### src/hw/odsc_params.svh
// constants for the octal dac serial command logic
`ifndef ODSC_PARAMS_SVH
`define ODSC_PARAMS_SVH
`define ODSC_WORD_BITS 16
`define ODSC_BIT_CMD 15
`define ODSC_ADDR_HI 14
`define ODSC_ADDR_LO 12
`define ODSC_MODE_HI 14
`define ODSC_MODE_LO 13
`define ODSC_BIT_FULLRST 12
`define ODSC_BIT_SUP_AD 0
`define ODSC_BIT_SUP_EH 1
`define ODSC_BIT_BUF_AD 2
`define ODSC_BIT_BUF_EH 3
`define ODSC_BIT_GAIN_AD 4
`define ODSC_BIT_GAIN_EH 5
`define ODSC_RST_LOAD_MODE 2'h1
`define ODSC_RST_CTRL 1'h0
// byte map of the control/status registers
`define ODSC_REG_CTRL 32'h0000_0000
`define ODSC_REG_STATUS 32'h0000_0004
`define ODSC_REG_CODE0 32'h0000_0010
`endif

### src/hw/odsc_pkg.sv
// types for the octal dac serial command logic
package odsc_pkg;
  typedef enum logic [1:0] {
    ODSC_MODE_REFGAIN,
    ODSC_MODE_LOAD,
    ODSC_MODE_PWRDN,
    ODSC_MODE_RESET
  } odsc_mode_type;
  typedef enum logic [1:0] {
    ODSC_LOAD_CONT,
    ODSC_LOAD_HELD,
    ODSC_LOAD_SINGLE,
    ODSC_LOAD_RSVD
  } odsc_load_type;
endpackage : odsc_pkg

### src/hw/odsc_top.sv
// serial command front end and register banks of an octal dac
//
// Behaviour
// - a 16-bit shift register collects each frame's word
// - bits are accepted only while the active-low frame select is low
// - data is sampled on each falling shift clock edge, sixteen times
// - at frame end the word goes to an input register or acts as command
// - select rising before the sixteenth edge discards the partial word
// - words arrive msb first; bit 15 picks data write or command
// - data write: bit 15 zero, bits 14:12 choose channel A to H
// - 12, 10 or 8 code bits used by variant; low bits ignored
// - codes are straight binary, zeros is zero volts, ones full scale
// - command: bit 15 one, bits 14:13 select refgain, load, powerdown, reset
// - bits 2 and 3 set buffered reference for groups AD and EH
// - bits 4 and 5 set double gain for groups AD and EH
// - bits 0 and 1 select supply as reference for groups AD and EH
// - supply reference overrides buffer bit, forcing unbuffered
// - supply reference forces unity range regardless of gain bit
// - powered-down channel output floats high impedance
// - power-down keeps registers and still accepts new data
// - after power-on all input and dac registers are zero
// - power-on: channels up, unbuffered, unity gain, load mode held
// - load mode bits 1:0: continuous, held, single update, reserved
// - power-down command powers down every selected channel
// - reset zeroes data; bit 12 set also restores control defaults
// - dac registers follow input registers in continuous mode or load low
//
// Implementation choices: the address map and the AXI4-Lite register port.
`timescale 1ns/1ps
`include "odsc_params.svh"
module odsc_top #(
  parameter int RES_BITS = 12
) (
  input wire logic i_clk_sys,
  input wire logic i_sys_rst,
  input wire logic i_frame_sel_n,
  input wire logic i_shift_clk,
  input wire logic i_serial_din,
  input wire logic i_load_outputs_n,
  input wire logic [31:0] s_axi_awaddr,
  input wire logic s_axi_awvalid,
  output logic s_axi_awready,
  input wire logic [31:0] s_axi_wdata,
  input wire logic [3:0] s_axi_wstrb,
  input wire logic s_axi_wvalid,
  output logic s_axi_wready,
  output logic [1:0] s_axi_bresp,
  output logic s_axi_bvalid,
  input wire logic s_axi_bready,
  input wire logic [31:0] s_axi_araddr,
  input wire logic s_axi_arvalid,
  output logic s_axi_arready,
  output logic [31:0] s_axi_rdata,
  output logic [1:0] s_axi_rresp,
  output logic s_axi_rvalid,
  input wire logic s_axi_rready,
  output logic [8*RES_BITS-1:0] o_dac_codes,
  output logic [7:0] o_chan_pwrdn,
  output logic [7:0] o_out_en_n,
  output logic [1:0] o_ref_buffered,
  output logic [1:0] o_ref_supply,
  output logic [1:0] o_gain_double
);
  localparam int W = `ODSC_WORD_BITS;

  // two-stage synchronisers for the pins; reset loads the idle levels
  // so that no false shift clock edge or frame end follows reset
  logic sel_s1_q, sel_s2_q, clk_s1_q, clk_s2_q;
  logic din_s1_q, din_s2_q, ldn_s1_q, ldn_s2_q;
  logic sel_n_q, sclk_q, sclk_old_q, din_q, ldn_q;

  always_ff @(posedge i_clk_sys) begin
    if (i_sys_rst) begin
      sel_s1_q <= 1'b1;
      sel_s2_q <= 1'b1;
      clk_s1_q <= 1'b1;
      clk_s2_q <= 1'b1;
      din_s1_q <= 1'b0;
      din_s2_q <= 1'b0;
      ldn_s1_q <= 1'b1;
      ldn_s2_q <= 1'b1;
      sel_n_q <= 1'b1;
      sclk_q <= 1'b1;
      sclk_old_q <= 1'b1;
      din_q <= 1'b0;
      ldn_q <= 1'b1;
    end else begin
      sel_s1_q <= i_frame_sel_n;
      sel_s2_q <= sel_s1_q;
      clk_s1_q <= i_shift_clk;
      clk_s2_q <= clk_s1_q;
      din_s1_q <= i_serial_din;
      din_s2_q <= din_s1_q;
      ldn_s1_q <= i_load_outputs_n;
      ldn_s2_q <= ldn_s1_q;
      sel_n_q <= sel_s2_q;
      sclk_q <= clk_s2_q;
      sclk_old_q <= sclk_q;
      din_q <= din_s2_q;
      ldn_q <= ldn_s2_q;
    end
  end

  // frame assembly
  logic [W-1:0] shift_q;
  logic [4:0] count_q;
  logic sel_old_q;
  wire sclk_fall = sclk_old_q & ~sclk_q;
  wire frame_on = ~sel_n_q;
  wire take_bit = frame_on & sclk_fall & (count_q < 5'h10);
  wire frame_end = sel_n_q & ~sel_old_q;
  wire word_ok = frame_end & (count_q == 5'h10);

  always_ff @(posedge i_clk_sys) begin
    if (i_sys_rst) begin
      shift_q <= 16'h0000;
      count_q <= 5'h00;
      sel_old_q <= 1'b1;
    end else begin
      sel_old_q <= sel_n_q;
      if (sel_n_q) begin
        count_q <= 5'h00;
      end else if (take_bit) begin
        shift_q <= {shift_q[W-2:0], din_q};
        count_q <= count_q + 5'h01;
      end
    end
  end

  // word decode
  function automatic logic mode_is(input logic [1:0] bits,
                                   input odsc_pkg::odsc_mode_type m);
    return bits == 2'(m);
  endfunction : mode_is

  wire is_cmd = shift_q[`ODSC_BIT_CMD];
  wire [2:0] chan_addr = shift_q[`ODSC_ADDR_HI:`ODSC_ADDR_LO];
  wire [RES_BITS-1:0] code_in = shift_q[11 -: RES_BITS];
  wire [1:0] mode_bits = shift_q[`ODSC_MODE_HI:`ODSC_MODE_LO];
  wire do_data = word_ok & ~is_cmd;
  wire do_rg = word_ok & is_cmd & mode_is(mode_bits, odsc_pkg::ODSC_MODE_REFGAIN);
  wire do_load = word_ok & is_cmd & mode_is(mode_bits, odsc_pkg::ODSC_MODE_LOAD);
  wire do_pd = word_ok & is_cmd & mode_is(mode_bits, odsc_pkg::ODSC_MODE_PWRDN);
  wire do_rst = word_ok & is_cmd & mode_is(mode_bits, odsc_pkg::ODSC_MODE_RESET);
  wire full_rst = do_rst & shift_q[`ODSC_BIT_FULLRST];
  wire load_rsvd = shift_q[1:0] == 2'(odsc_pkg::ODSC_LOAD_RSVD);

  // control state
  logic [1:0] load_mode_q, buf_q, sup_q, gain_q;
  logic [7:0] pd_q;
  logic single_q;
  always_ff @(posedge i_clk_sys) begin
    if (i_sys_rst || full_rst) begin
      load_mode_q <= `ODSC_RST_LOAD_MODE;
      buf_q <= {2{`ODSC_RST_CTRL}};
      sup_q <= {2{`ODSC_RST_CTRL}};
      gain_q <= {2{`ODSC_RST_CTRL}};
      pd_q <= 8'h00;
      single_q <= 1'b0;
    end else begin
      single_q <= 1'b0;
      if (do_rg) begin
        buf_q <= {shift_q[`ODSC_BIT_BUF_EH], shift_q[`ODSC_BIT_BUF_AD]};
        gain_q <= {shift_q[`ODSC_BIT_GAIN_EH], shift_q[`ODSC_BIT_GAIN_AD]};
        sup_q <= {shift_q[`ODSC_BIT_SUP_EH], shift_q[`ODSC_BIT_SUP_AD]};
      end
      if (do_load && !load_rsvd) begin
        if (shift_q[1:0] == 2'(odsc_pkg::ODSC_LOAD_SINGLE)) begin
          single_q <= 1'b1;
        end else begin
          load_mode_q <= shift_q[1:0];
        end
      end
      if (do_pd) begin
        pd_q <= pd_q | shift_q[7:0];
      end
    end
  end

  // input and dac register banks
  logic [RES_BITS-1:0] in_q [8];
  logic [RES_BITS-1:0] dac_q [8];
  logic [7:0] fresh_q;
  wire transparent = (load_mode_q == 2'(odsc_pkg::ODSC_LOAD_CONT)) | ~ldn_q | single_q;

  always_ff @(posedge i_clk_sys) begin
    if (i_sys_rst || do_rst) begin
      for (int i = 0; i < 8; i++) begin
        in_q[i] <= '0;
        dac_q[i] <= '0;
      end
      fresh_q <= 8'h00;
    end else begin
      for (int i = 0; i < 8; i++) begin
        if (do_data && chan_addr == 3'(i)) begin
          in_q[i] <= code_in;
          fresh_q[i] <= 1'b1;
        end else if (transparent && fresh_q[i]) begin
          dac_q[i] <= in_q[i];
          fresh_q[i] <= 1'b0;
        end
      end
    end
  end

  // analog side outputs
  always_ff @(posedge i_clk_sys) begin
    if (i_sys_rst) begin
      o_dac_codes <= '0;
      o_chan_pwrdn <= 8'h00;
      o_out_en_n <= 8'h00;
      o_ref_buffered <= 2'h0;
      o_ref_supply <= 2'h0;
      o_gain_double <= 2'h0;
    end else begin
      for (int i = 0; i < 8; i++) begin
        o_dac_codes[i*RES_BITS +: RES_BITS] <= dac_q[i];
      end
      o_chan_pwrdn <= pd_q;
      o_out_en_n <= pd_q;
      o_ref_buffered <= buf_q & ~sup_q;
      o_ref_supply <= sup_q;
      o_gain_double <= gain_q & ~sup_q;
    end
  end

  // axi4-lite slave: ctrl reads the settings, status the frame state
  logic aw_hold_q, w_hold_q;
  logic [31:0] aw_addr_q;
  wire wr_go = aw_hold_q & w_hold_q & ~s_axi_bvalid;
  wire rd_is_ctrl = s_axi_araddr == `ODSC_REG_CTRL;
  wire rd_is_status = s_axi_araddr == `ODSC_REG_STATUS;
  // only channels A to D are visible on the bus
  wire rd_is_code = (s_axi_araddr & 32'hffff_fff3) == `ODSC_REG_CODE0;
  wire rd_hit = rd_is_ctrl | rd_is_status | rd_is_code;
  wire [31:0] ctrl_word = {16'h0000, pd_q, gain_q, buf_q, sup_q, load_mode_q};
  wire [31:0] rd_word = rd_is_ctrl ? ctrl_word :
    rd_is_status ? {27'h0000000, count_q} :
    rd_is_code ? 32'(dac_q[s_axi_araddr[3:2]]) : 32'h0000_0000;

  always_ff @(posedge i_clk_sys) begin
    if (i_sys_rst) begin
      aw_hold_q <= 1'b0;
      w_hold_q <= 1'b0;
      aw_addr_q <= 32'h0;
      s_axi_awready <= 1'b0;
      s_axi_wready <= 1'b0;
      s_axi_bvalid <= 1'b0;
      s_axi_bresp <= 2'h0;
      s_axi_arready <= 1'b0;
      s_axi_rvalid <= 1'b0;
      s_axi_rdata <= 32'h0;
      s_axi_rresp <= 2'h0;
    end else begin
      s_axi_awready <= ~aw_hold_q & ~s_axi_awready & s_axi_awvalid;
      s_axi_wready <= ~w_hold_q & ~s_axi_wready & s_axi_wvalid;
      if (s_axi_awvalid && s_axi_awready) begin
        aw_hold_q <= 1'b1;
        aw_addr_q <= s_axi_awaddr;
      end
      if (s_axi_wvalid && s_axi_wready) begin
        w_hold_q <= 1'b1;
      end
      if (wr_go) begin
        aw_hold_q <= 1'b0;
        w_hold_q <= 1'b0;
        s_axi_bvalid <= 1'b1;
        s_axi_bresp <= 2'h2; // all registers read only
      end else if (s_axi_bready) begin
        s_axi_bvalid <= 1'b0;
      end
      s_axi_arready <= ~s_axi_arready & ~s_axi_rvalid & s_axi_arvalid;
      if (s_axi_arvalid && s_axi_arready) begin
        s_axi_rvalid <= 1'b1;
        s_axi_rdata <= rd_word;
        s_axi_rresp <= rd_hit ? 2'h0 : 2'h2;
      end else if (s_axi_rready) begin
        s_axi_rvalid <= 1'b0;
      end
    end
  end

  // checks
  a_partial_drop: assert property (@(posedge i_clk_sys) disable iff (i_sys_rst)
    (frame_end && count_q != 5'h10) |=> $stable(fresh_q))
    else $error("partial frame changed channel state");
  a_supply_unity: assert property (@(posedge i_clk_sys) disable iff (i_sys_rst)
    ##1 (o_gain_double & o_ref_supply) == 2'h0)
    else $error("gain doubled under supply reference");
  a_supply_unbuf: assert property (@(posedge i_clk_sys) disable iff (i_sys_rst)
    ##1 (o_ref_buffered & o_ref_supply) == 2'h0)
    else $error("buffered under supply reference");
  a_data_lands: assert property (@(posedge i_clk_sys) disable iff (i_sys_rst)
    (do_data && !do_rst) |=> in_q[$past(chan_addr)] == $past(code_in))
    else $error("data write missed input register");
  a_pd_set: assert property (@(posedge i_clk_sys) disable iff (i_sys_rst)
    do_pd |=> ((pd_q & $past(shift_q[7:0])) == $past(shift_q[7:0])))
    else $error("selected channel not powered down");
  a_pd_float: assert property (@(posedge i_clk_sys) disable iff (i_sys_rst)
    $rose(pd_q[0]) |=> o_out_en_n[0])
    else $error("powered down output still driven");
  a_reset_zero: assert property (@(posedge i_clk_sys) disable iff (i_sys_rst)
    do_rst |=> (dac_q[0] == '0 && in_q[7] == '0))
    else $error("reset left data");
  a_full_reset: assert property (@(posedge i_clk_sys) disable iff (i_sys_rst)
    full_rst |=> (load_mode_q == `ODSC_RST_LOAD_MODE && pd_q == 8'h00))
    else $error("control not restored");
  a_count_cap: assert property (@(posedge i_clk_sys) disable iff (i_sys_rst)
    count_q <= 5'h10)
    else $error("bit count beyond word");

  // frame and decode checks
  a_frame_idle: assert property (@(posedge i_clk_sys) disable iff (i_sys_rst)
    sel_n_q |=> (count_q == 5'h00))
    else $error("bit count kept outside frame");
  a_shift_msb: assert property (@(posedge i_clk_sys) disable iff (i_sys_rst)
    take_bit |=> (shift_q[0] == $past(din_q)))
    else $error("sampled bit not shifted in");
  a_count_step: assert property (@(posedge i_clk_sys) disable iff (i_sys_rst)
    take_bit |=> (count_q == $past(count_q) + 5'h01))
    else $error("bit count did not advance");
  a_extra_edges: assert property (@(posedge i_clk_sys) disable iff (i_sys_rst)
    (count_q == 5'h10 && !sel_n_q) |=> $stable(shift_q))
    else $error("word shifted beyond sixteen bits");
  a_rsvd_ignored: assert property (@(posedge i_clk_sys) disable iff (i_sys_rst)
    (do_load && load_rsvd) |=> $stable(load_mode_q))
    else $error("reserved load mode taken");
  a_single_pulse: assert property (@(posedge i_clk_sys) disable iff (i_sys_rst)
    single_q |=> !single_q)
    else $error("single update longer than one cycle");
  a_rg_buf: assert property (@(posedge i_clk_sys) disable iff (i_sys_rst)
    do_rg |=> (buf_q == $past({shift_q[`ODSC_BIT_BUF_EH], shift_q[`ODSC_BIT_BUF_AD]})))
    else $error("buffer bits not applied");
  a_rg_gain: assert property (@(posedge i_clk_sys) disable iff (i_sys_rst)
    do_rg |=> (gain_q == $past({shift_q[`ODSC_BIT_GAIN_EH], shift_q[`ODSC_BIT_GAIN_AD]})))
    else $error("gain bits not applied");
  a_rg_supply: assert property (@(posedge i_clk_sys) disable iff (i_sys_rst)
    do_rg |=> (sup_q == $past({shift_q[`ODSC_BIT_SUP_EH], shift_q[`ODSC_BIT_SUP_AD]})))
    else $error("supply bits not applied");
  a_ctrl_default: assert property (@(posedge i_clk_sys) disable iff (i_sys_rst)
    full_rst |=> (buf_q == 2'h0 && gain_q == 2'h0 && sup_q == 2'h0))
    else $error("group settings not restored");
  a_unsel_keep: assert property (@(posedge i_clk_sys) disable iff (i_sys_rst)
    do_pd |=> ((pd_q & ~$past(shift_q[7:0])) == $past(pd_q & ~shift_q[7:0])))
    else $error("unselected channel changed state");
  a_data_zero: assert property (@(posedge i_clk_sys) disable iff (i_sys_rst)
    do_rst |=> (in_q[3] == {RES_BITS{1'b0}} && dac_q[4] == {RES_BITS{1'b0}}))
    else $error("data reset left a code");

  // bank and output checks
  a_data_pd: assert property (@(posedge i_clk_sys) disable iff (i_sys_rst)
    (do_data && chan_addr == 3'h0 && pd_q[0]) |=> (in_q[0] == $past(code_in)))
    else $error("write refused while powered down");
  a_held_latch: assert property (@(posedge i_clk_sys) disable iff (i_sys_rst)
    (load_mode_q == 2'(odsc_pkg::ODSC_LOAD_HELD) && ldn_q && !single_q && !do_rst)
    |=> $stable(dac_q[0]))
    else $error("latched dac register changed");
  a_cont_follow: assert property (@(posedge i_clk_sys) disable iff (i_sys_rst)
    (load_mode_q == 2'(odsc_pkg::ODSC_LOAD_CONT) && fresh_q[0] && !do_data && !do_rst)
    |=> (dac_q[0] == $past(in_q[0])))
    else $error("dac register did not follow input");
  a_pd_mirror: assert property (@(posedge i_clk_sys) disable iff (i_sys_rst)
    o_out_en_n == o_chan_pwrdn)
    else $error("output enable disagrees with power-down");
  a_code_out: assert property (@(posedge i_clk_sys) disable iff (i_sys_rst)
    o_dac_codes[RES_BITS-1:0] == $past(dac_q[0]))
    else $error("channel code not presented");
  a_supply_out: assert property (@(posedge i_clk_sys) disable iff (i_sys_rst)
    o_ref_supply == $past(sup_q))
    else $error("supply setting not presented");
endmodule : odsc_top

### config.mk
export PLATFORM = sky130hd
export DESIGN_NAME = odsc_top
export DESIGN_NICKNAME = d
export VERILOG_FILES = /design/src/hw/odsc_pkg.sv /design/src/hw/odsc_top.sv
export VERILOG_INCLUDE_DIRS = /design/src /design/src/hw
export SDC_FILE = /design/constraint.sdc
export NUM_CORES = 1
export LEC_CHECK = 0
export ABC_AREA = 1
export BUFFER_PORTS_ARGS = -buffer_cell sky130_fd_sc_hd__buf_2
export CORE_MARGIN = 4
export CORE_UTILIZATION = 30
export CTS_CLUSTER_DIAMETER = 30
export CTS_CLUSTER_SIZE = 28
export DETAILED_ROUTE_END_ITERATION = 12
export PLACE_DENSITY = 0.59
export SLEW_MARGIN = 20
export SYNTH_ARGS = -nofsm -noshare
export SYNTH_HDL_FRONTEND = slang
export SYNTH_SLANG_ARGS = --single-unit
### constraint.sdc
create_clock -name i_clk_sys -period 3.5 [get_ports i_clk_sys]
set_clock_uncertainty 0.15 [all_clocks]
set_input_delay 0.525 -clock i_clk_sys [delete_from_list [all_inputs] [get_ports i_clk_sys]]
set_output_delay 0.525 -clock i_clk_sys [all_outputs]
set_load 0.02 [all_outputs]
Word level (Yosys, flattened, before mapping)
Memory sizes are Yosys's and may differ from the RTL's. A register that Yosys moved wholly into a read port is not among the register bits.
Index checks and enable logic that the tools add are counted.

word-level totals
  register bits = 116
  latch bits = 0
  memory bits (writable) = 192
  memory bits (read-only) = 0
  input bits = 111
  output and inout port bits = 159
  memories = 2

operators by class
  $add $sub $neg = 1
  multipliers = 0
  divide/modulo/power cells = 0
  $lt $le $gt $ge = 1
  eq/ne operators = 15
  shifts and indexed selects = 0
  mux-type cells = 99
  bitwise logic cells = 58
  reduce and logical (&&, ||, !) cells = 42

memories
  name   words  width  rd ports  clocked after Yosys merged registers in  write ports  line             RTL
  dac_q  8      12     9         8                                        8            odsc_top.sv:182  logic [RES_BITS-1:0] dac_q [8];
  in_q   8      12     8         0                                        8            odsc_top.sv:181  logic [RES_BITS-1:0] in_q [8];

operators by type and width
  operator             count
  $mux 12              18
  $mux 1               79
  $eq 32x3->1 const B  1
  $logic_not 32->1     1
  $eq 30x3->1 const B  1
  $and 1x1->1          20
  $logic_and 1x1->1    20
  $or 1x1->1           20
  $reduce_bool 2->1    10
  $mux 16              1
  $not 1->1            14
  $eq 3x3->1 const B   4
  $eq 2x2->1 const B   4
  $or 8x8->8           1
  $eq 3x2->1 const B   2
  $reduce_or 2->1      3
  $add 5x1->5 const B  1
  $eq 5x5->1 const B   1
  $lt 5x5->1 const B   1
  $and 2x2->2          2
  $logic_not 2->1      2
  $reduce_and 2->1     2
  $eq 3x1->1 const B   1
  $logic_not 3->1      1
  other kinds (5)      6

Longest topological paths before layout
Gate-level depths: netlist of the first run.

  depth in word-level cells = 9
  depth in mapped cells = 10

Worst setup path after synthesis of the first run
No wires, ideal clock.

  kind = register to register
  start = register count_q[0]
  end = memory dac_q[4][0] (enable)
  library setup time = 0.398 ns
  data arrival time = 1.891 ns
  required time = 2.952 ns
  setup slack = 1.062 ns
  stages on the path, launching flop included = 8
  buffers on the path = 0
  path through = dfxtp_1 inv_1 ha_1 nand3_2 nor3_4 nand2_4 nor2_2 o21ai_0

RTL lines
  element                   line             RTL
  start: declaration        odsc_top.sv:106  logic [4:0] count_q;
  start signal: assignment  odsc_top.sv:125  count_q <= count_q + 5'h01;
  end: declaration          odsc_top.sv:182

==> results of run 1 <==
tightest hold or removal path, delay by kind of cell:
kind | cells | cell delay (ns)
AO/OA/AOI/OAI | 1 | 0.05
buffers and inverters | 2 | 0.10
AND/OR/NAND/NOR | 1 | 0.05
through the flow:
stage	setup WS [ns]	instance area, um2	power, mW
2_1_floorplan	1.062	14480	5.373
4_1_cts	0.8730	18670	13.48
5_1_grt	0.6857	18670	13.78
3_3_place_gp	0.9690	15710	5.554
6_report	0.9164	18670	13.31
3_5_place_dp	0.9275	15710	5.558
power by group:
group	switching [mW]	total, mW	internal, mW
clock network	2.50	7.83	5.34
logic	0.350	0.483	0.134
registers	0.0607	4.99	4.93
per-layer routing:
layer  track usage  vias to the layer above  part of all wire
li1              -                     4912                 -
met1        0.1774                     4711              0.44
met2        0.2199                      291              0.47
met3       0.03752                       67             0.067
met4       0.05973                        2             0.027
met5             0                        -           0.00033
state kept, by name (all words and copies together) (netlist names), 2 cells and up:
name	flops
o_gain_double	2
o_out_en_n	8
o_dac_codes	96
dac_q	96
in_q	96
shift_q	16
count_q	5
o_ref_supply	2
buf_q	2
load_mode_q	2
gain_q	2
sup_q	2
s_axi_rdata	16
o_ref_buffered	2
pd_q	8
fresh_q	8
worst max-delay path by stage:
stage               slack, ns                        end                     from
floorplan                1.06  dac_q[4][0]$_SDFFCE_PN0P_  count_q[0]$_SDFFE_PP0P_
global placement         0.97  dac_q[5][9]$_SDFFCE_PN0P_  count_q[0]$_SDFFE_PP0P_
detailed placement       0.93  dac_q[5][5]$_SDFFCE_PN0P_  count_q[0]$_SDFFE_PP0P_
CTS                      0.87  dac_q[5][5]$_SDFFCE_PN0P_  count_q[0]$_SDFFE_PP0P_
global route             0.69  dac_q[5][5]$_SDFFCE_PN0P_  count_q[0]$_SDFFE_PP0P_
finish                   0.92  dac_q[5][5]$_SDFFCE_PN0P_  count_q[0]$_SDFFE_PP0P_
final cells by class:
cell class / instances / area [um2] / area share
well taps: 615 / 769.5 / 0.04121
flip-flops and latches: 387 / 9669 / 0.5179
clock buffers: 105 / 2337 / 0.1252
multi-input cells: 722 / 3301 / 0.1768
clock inverters: 50 / 539.3 / 0.02888
repair buffers: 202 / 1081 / 0.05790
diodes: 1 / 2.502 / 0.0001340
inverters: 259 / 972.2 / 0.05207
cell usage after synthesis, types with 2 or more instances:
| cell type | instances | area [um2] |
|---|---|---|
| or2_2 | 10 | 62.56 |
| dfxtp_1 | 195 | 3904 |
| nor4_1 | 2 | 12.51 |
| inv_1 | 246 | 923.4 |
| nand2_4 | 8 | 90.09 |
| o21ai_0 | 58 | 290.3 |
| inv_2 | 13 | 48.80 |
| clkbuf_1 | 26 | 97.59 |
| nand3_1 | 34 | 170.2 |
| nor3_1 | 7 | 35.03 |
| nor2_1 | 308 | 1156 |
| ha_1 | 2 | 25.02 |
| nor2_2 | 4 | 25.02 |
| edfxtp_1 | 192 | 5766 |
| nor3b_1 | 48 | 360.4 |
| buf_6 | 10 | 112.6 |
| nand2_1 | 145 | 544.3 |
| a21oi_1 | 63 | 315.3 |
| nand3_2 | 2 | 20.02 |
| buf_2 | 5 | 25.02 |
| buf_1 | 2 | 7.510 |
| buf_4 | 38 | 285.3 |
| nand4_1 | 3 | 18.77 |
| nand2_2 | 3 | 18.77 |
kinds of logic after synthesis:
group                      synth area share
AOI/OAI and AO/OA                   0.04298
DFF                                  0.6709
and+or+nand+nor                      0.1796
adders and majority gates          0.001736
buffers and inverters                0.1044
other                             0.0002602
cell usage in the layout (no fill, tap or decap), types with 2 or more instances in the layout:
| cell type | Yosys | routed |
|---|---|---|
| nor3b_1 | 48 | 48 |
| clkbuf_16 | 0 | 89 |
| nand2_1 | 145 | 145 |
| inv_2 | 13 | 13 |
| nor2_2 | 4 | 4 |
| clkinv_1 | 0 | 3 |
| conb_1 | 1 | 18 |
| edfxtp_1 | 192 | 192 |
| nor4_1 | 2 | 2 |
| inv_4 | 0 | 5 |
| buf_4 | 38 | 12 |
| nand2_4 | 8 | 8 |
| inv_6 | 0 | 7 |
| ha_1 | 2 | 2 |
| clkinv_2 | 0 | 7 |
| inv_1 | 246 | 246 |
| nand4_1 | 3 | 3 |
| nand2_2 | 3 | 3 |
| nor2_1 | 308 | 308 |
| nor3_1 | 7 | 7 |
| bufinv_16 | 0 | 8 |
| buf_2 | 5 | 182 |
| dfxtp_1 | 195 | 195 |
| o21ai_0 | 58 | 58 |
| or2_2 | 10 | 10 |
| clkinvlp_4 | 0 | 12 |
| clkinv_4 | 0 | 8 |
| a21oi_1 | 63 | 63 |
| nand3_2 | 2 | 2 |
| nand3_1 | 34 | 34 |
| clkbuf_1 | 26 | 11 |
| dlygate4sd3_1 | 0 | 8 |
| clkbuf_8 | 0 | 5 |
==> summary.txt, run 1 <==
status = completed
fin crit period = 2.584 ns
Final ANT Viol Nets = 0
Top delay family on crit path = simple AND/OR/NAND/NOR gates
Post-Syn Instances = 1,433
first-pass iteration count of the detailed router = 5
async set-reset flop share out of synthesis = 0
clk sinks = 387
RSZ-0062 raised after global routing = no
CP required = 3.55 ns
register bit total from synthesis = 387
Fmax = 387.1 MHz
leakage power = 8.081 nW
final setup vio count = 0
tightest hold margin = 0.05534 ns
CTS tree = built
VDD IR max = 332.2 uV
CP max stage delay = 0.37 ns
Mapped Avg Cell Area = 10.06 um2
Pwr Density = 712.9 mW/mm2
synthesized cell area = 0.01441 mm2
Setup crit end kind = register
GR Util All Layers = 0.1379
YS warnings = 0
FF-to-FF path depth = 9
dominant synthesized flop cell = dfxtp_1
Core ar. = 0.04765 mm2
IO buf count = 183
Hold Startpoint = s_axi_rready
Clock transition at path regs = 0.05 ns
critical path startpoint category = register
# Max-Cap Violations = 0
root buffer cell = clkbuf_16
Overflow after GRT = 0
Cell Chain, Critical Path = inv_1, ha_1, nand3_2, nor3_4, nand2_4, nor2_4, nand2_2, nand2_2, nand2_1
worst skew pair latency = 0.58 ns
Hold Crit Endpoint = s_axi_rvalid$_SDFFE_PP0P_
DP Cell Count = 2,177
Post-Route Setup TNS = 0 ns
RR Startpoint = count_q[0]$_SDFFE_PP0P_
TritonCTS Buffers = 84
highest net fanout along the worst path = 15
EDFF count, synth = 192
initial DRC count = 703
Final Wtd Congestion = 0.8441
largest net degree at the start of global routing = 87
actual slew at the worst max-slew pin = 0.8947 ns
Final Cycle Share = 0.7382
Final Core Density = 0.3919
relative slew slack = 0.4035
WP depth = 9
post-synthesis cell type count = 33
row count = 80
most frequent CP cell = nand2_2
flop2flop setup slack = 0.92 ns
first-pass GRT wire length = 54,540 um
CP max-delay cell = nand2_1
vias in the first global route = 9,733
Area growth, synth to finish = 29.56%
io pins = 270
WP buf/inv = 1
critical path type = register to register
Clock Tree Buf Depth = 3
Vias/cell = 4.264
Routed wire per std cell = 15.52 um
die height = 227.2 um
Final Hold Vio Count = 0
worst hold stages = 4
CTS Hold Buffers Added = 8
die area = 0.05161 mm2
Critical Path AT = 2.64 ns
Layout Nets = 1,769
Final Slew Violations = 0
Starting Density = 0.3025
post-cts sizing count = 0
hpwl dp = 25,090 um
Hold Crit Class = input port to register
drt total wl = 36,330 um
via count = 9,983
DRC Markers = 0
initial antenna violation count = 2
setup bufs post-CTS = 0
# H-tree levels = 3
register area share after synthesis = 0.6709
layout cells sized above 1 = 0.2197
R2R Path End = dac_q[5][5]$_SDFFCE_PN0P_
filler cell count in the final layout = 4,663
Final Non-Filler Cells = 2,341
chip width = 227.2 um
Note: power is estimated with default switching activity, not from simulation.
==> run 2: changes to the inputs <==
--- a/config.mk
+++ b/config.mk
@@ -6,14 +6,14 @@
 export SDC_FILE = /design/constraint.sdc
 export NUM_CORES = 1
 export LEC_CHECK = 0
-export ABC_AREA = 1
+export ABC_AREA = 0
 export BUFFER_PORTS_ARGS = -buffer_cell sky130_fd_sc_hd__buf_2
 export CORE_MARGIN = 4
 export CORE_UTILIZATION = 30
 export CTS_CLUSTER_DIAMETER = 30
 export CTS_CLUSTER_SIZE = 28
 export DETAILED_ROUTE_END_ITERATION = 12
-export PLACE_DENSITY = 0.59
+export PLACE_DENSITY = 0.61
 export SLEW_MARGIN = 20
 export SYNTH_ARGS = -nofsm -noshare
 export SYNTH_HDL_FRONTEND = slang
==> constraint.sdc (replaced) <==
create_clock -name i_clk_sys -period 2.3 [get_ports i_clk_sys]
set_clock_uncertainty 0.15 [all_clocks]
set_input_delay 0.345 -clock i_clk_sys [delete_from_list [all_inputs] [get_ports i_clk_sys]]
set_output_delay 0.345 -clock i_clk_sys [all_outputs]
set_load 0.02 [all_outputs]
==> summary.txt, run 2 <==
filler cell count in the final layout = 4,198
Place WS = -0.2465 ns
first-pass GRT wire length = 52,020 um
VDD IR max = 582.5 uV
RSZ-0062 raised after global routing = yes
Post-synth top cells = dfxtp_1 (195), edfxtp_1 (192), and2_1 (172), nor2b_1 (112), nand2_1 (79)
fin crit period = 2.397 ns
critical path startpoint category = register
commonest non-fill, non-tap cells in the layout = dfxtp_1 (194), edfxtp_1 (192), buf_2 (183), and2_1 (136), nor2b_1 (112)
GR Util All Layers = 0.1349
Clock Tree Buf Depth = 3
drt total wl = 36,010 um
Final ANT Viol Nets = 0
synthesized cell area = 0.01384 mm2
clk sinks = 387
simple-gate share of the synthesized area = 0.2046
worst skew pair latency = 0.60 ns
vias in the first global route = 9,040
tightest hold margin = 0.07744 ns
Final Non-Filler Cells = 2,059
Pwr Density = 1007 mW/mm2
die area = 0.04964 mm2
register bit total from synthesis = 387
internal power = 15.34 mW
most common cell in the netlist = dfxtp_1
initial DRC count = 569
largest net degree at the start of global routing = 74
Final Cycle Share = 1.042
Setup crit end kind = register
TritonCTS Buffers = 83
Post-Route Setup TNS = -5.515 ns
leading cell type in the layout, fill and taps excluded = dfxtp_1
relative slew slack = 0.4706
Critical Path AT = 2.57 ns
post-synth top area cell = edfxtp_1
YS warnings = 0
async set-reset flop share out of synthesis = 0
Hold Startpoint = s_axi_araddr[4]
mux cell area share after synthesis = 0.02459
sequential power share = 0.380
initial antenna violation count = 0
area share of fa/ha/maj cells after synthesis = 0.001808
Clock transition at path regs = 0.05 ns
post-synthesis xor/xnor area fraction = 0.001265
Routed wire per std cell = 17.49 um
chip width = 222.8 um
row count = 78
post-synthesis cell type count = 48
DP Cell Count = 1,860
via count = 9,085
Compound-Gate Fraction of Synth Area = 0.03480
io pins = 270
Overflow after GRT = 0
Area growth, synth to finish = 42.01%
switching power = 4.451 mW
final setup vio count = 210
layout cells sized above 1 = 0.3687
critical path type = register to register
DRC Markers = 0
Final Slew Violations = 0
Layout Nets = 1,504
IO buf count = 183
root buffer cell = clkbuf_16
Post-Syn Instances = 1,076
Core ar. = 0.04548 mm2
post-synth top area share = 0.4165
die height = 222.8 um
dominant synthesized flop cell = dfxtp_1
violated checks = negative setup slack
Hold Crit Class = input port to register
Switching Share = 0.2249
EDFF count, synth = 192
register area share after synthesis = 0.6985
Mapped Avg Cell Area = 12.86 um2
RR Startpoint = count_q[3]$_SDFFE_PP0P_
# Max-Cap Violations = 0
hpwl dp = 22,480 um
CP Launch Point = count_q[3]$_SDFFE_PP0P_
CP required = 2.47 ns
CTS tree = built
Vias/cell = 4.412
highest net fanout along the worst path = 5
leakage power = 8.010 nW
# H-tree levels = 3
Final Hold Vio Count = 0
top cells by area in the synthesized netlist = edfxtp_1 (42%), dfxtp_1 (28%), and2_1 (7.8%)
Starting Density = 0.3044
Gate power share = 0.037
Final Total Pwr = 19.79 mW
actual slew at the worst max-slew pin = 0.7930 ns
status = finished, violations left
Antenna Cells = 0
clock power share = 0.583
worst setup margin = -0.09709 ns
first-pass iteration count of the detailed router = 7
Final Wtd Congestion = 0.7973
top flop regs = dac_q: 96 flops, in_q: 96 flops, o_dac_codes: 96 flops
largest family of logic cells by synthesized area = simple AND/OR/NAND/NOR gates
Fmax = 417.2 MHz
run 2: changes by cell type after synthesis, moves of 9 or more:
cell      previous run  this run
nand3_1             34        15
buf_6               10         1
nor3b_1             48         6
a21oi_1             63        42
nor2_1             308        46
inv_1              246        14
o21ai_0             58        10
mux4_2               0        12
clkbuf_1            26        43
nor2b_1              0       112
nand2_1            145        79
buf_4               38        26
inv_2               13         0
and2_1               0       172
run 2: area by class of cell:
class	instances	area, um2	area share
Sequential cell	387	9671	0.4919
Clock buffer	99	2272	0.1156
Multi-Input combinational cell	621	4335	0.2205
Timing Repair Buffer	284	2061	0.1048
Inverter	14	52.55	0.002673
Clock inverter	54	515.5	0.02622
Tap cell	600	750.7	0.03819
run 2: power by group through the flow:
stage | Combinational, mW | Clock, mW | Sequential (mW)
3_3_place_gp | 0.594 | 0 | 7.65
3_5_place_dp | 0.603 | 0 | 7.65
5_1_grt | 0.784 | 12.1 | 7.54
6_report | 0.734 | 11.5 | 7.53
2_1_floorplan | 0.288 | 0 | 7.70
4_1_cts | 0.637 | 11.7 | 7.53
run 2: cells by family (layout without fill, tap and decap cells):
kind of cell,count (synthesis),after routing
AND/OR/NAND/NOR,492,501
flip-flops,387,387
buffers and inverters,95,451
AO/OA/AOI/OAI,78,79
multiplexers,19,19
adder cells (fa/ha/maj),2,2
XOR/XNOR,2,2
other,1,18
run 2: path summary, 6_finish.rpt:
kind / endpoint / slack (ns) / depth (start not counted)
setup / recovery: in_q[0][15]$_SDFFCE_PN0P_ / -0.1 / 9
hold / removal: s_axi_rresp[1]$_SDFFE_PP0P_ / 0.08 / 4
setup reg to reg: in_q[0][15]$_SDFFCE_PN0P_ / -0.1 / 9
hold reg to reg: ldn_s2_q$_SDFF_PP1_ / 0.26 / 1
run 2: worst max-delay path, cell delays in order (launching register included):
cell       delay [ns]
dfxtp_2          0.32
or4b_4           0.55
nor2_4           0.14
buf_6            0.12
a41oi_4          0.16
buf_12           0.20
buf_6            0.12
buf_12           0.14
nand2_8          0.08
clkbuf_16        0.14
run 2: what timing repair did:
item	4_1_cts	5_1_grt
gates cloned	4	17
setup endpoints to repair	268	364
hold buffers	10	0
resized for setup	28	109
pin swaps	13	33
setup buffers	5	10
endpoints found under the hold margin	13	0
run 2: per-stage QoR:
step           utilization  instance area (um2)
3_5_place_dp        0.3483                15840
4_1_cts             0.4158                18910
6_report            0.4322                19660
2_1_floorplan            -                14010
3_3_place_gp        0.3483                15840
5_1_grt             0.4322                19660
run 2: per-layer routing:
metal  routed length (um)  vias up  global-route usage  share of wire
met3                 1905       70             0.03422          0.053
met4                 1062        0             0.05747          0.029
li1                     -     4308                   -              -
met2                17640      263              0.2235           0.49
met1                15390     4444              0.1680           0.43
met5                    0        -                   0              0
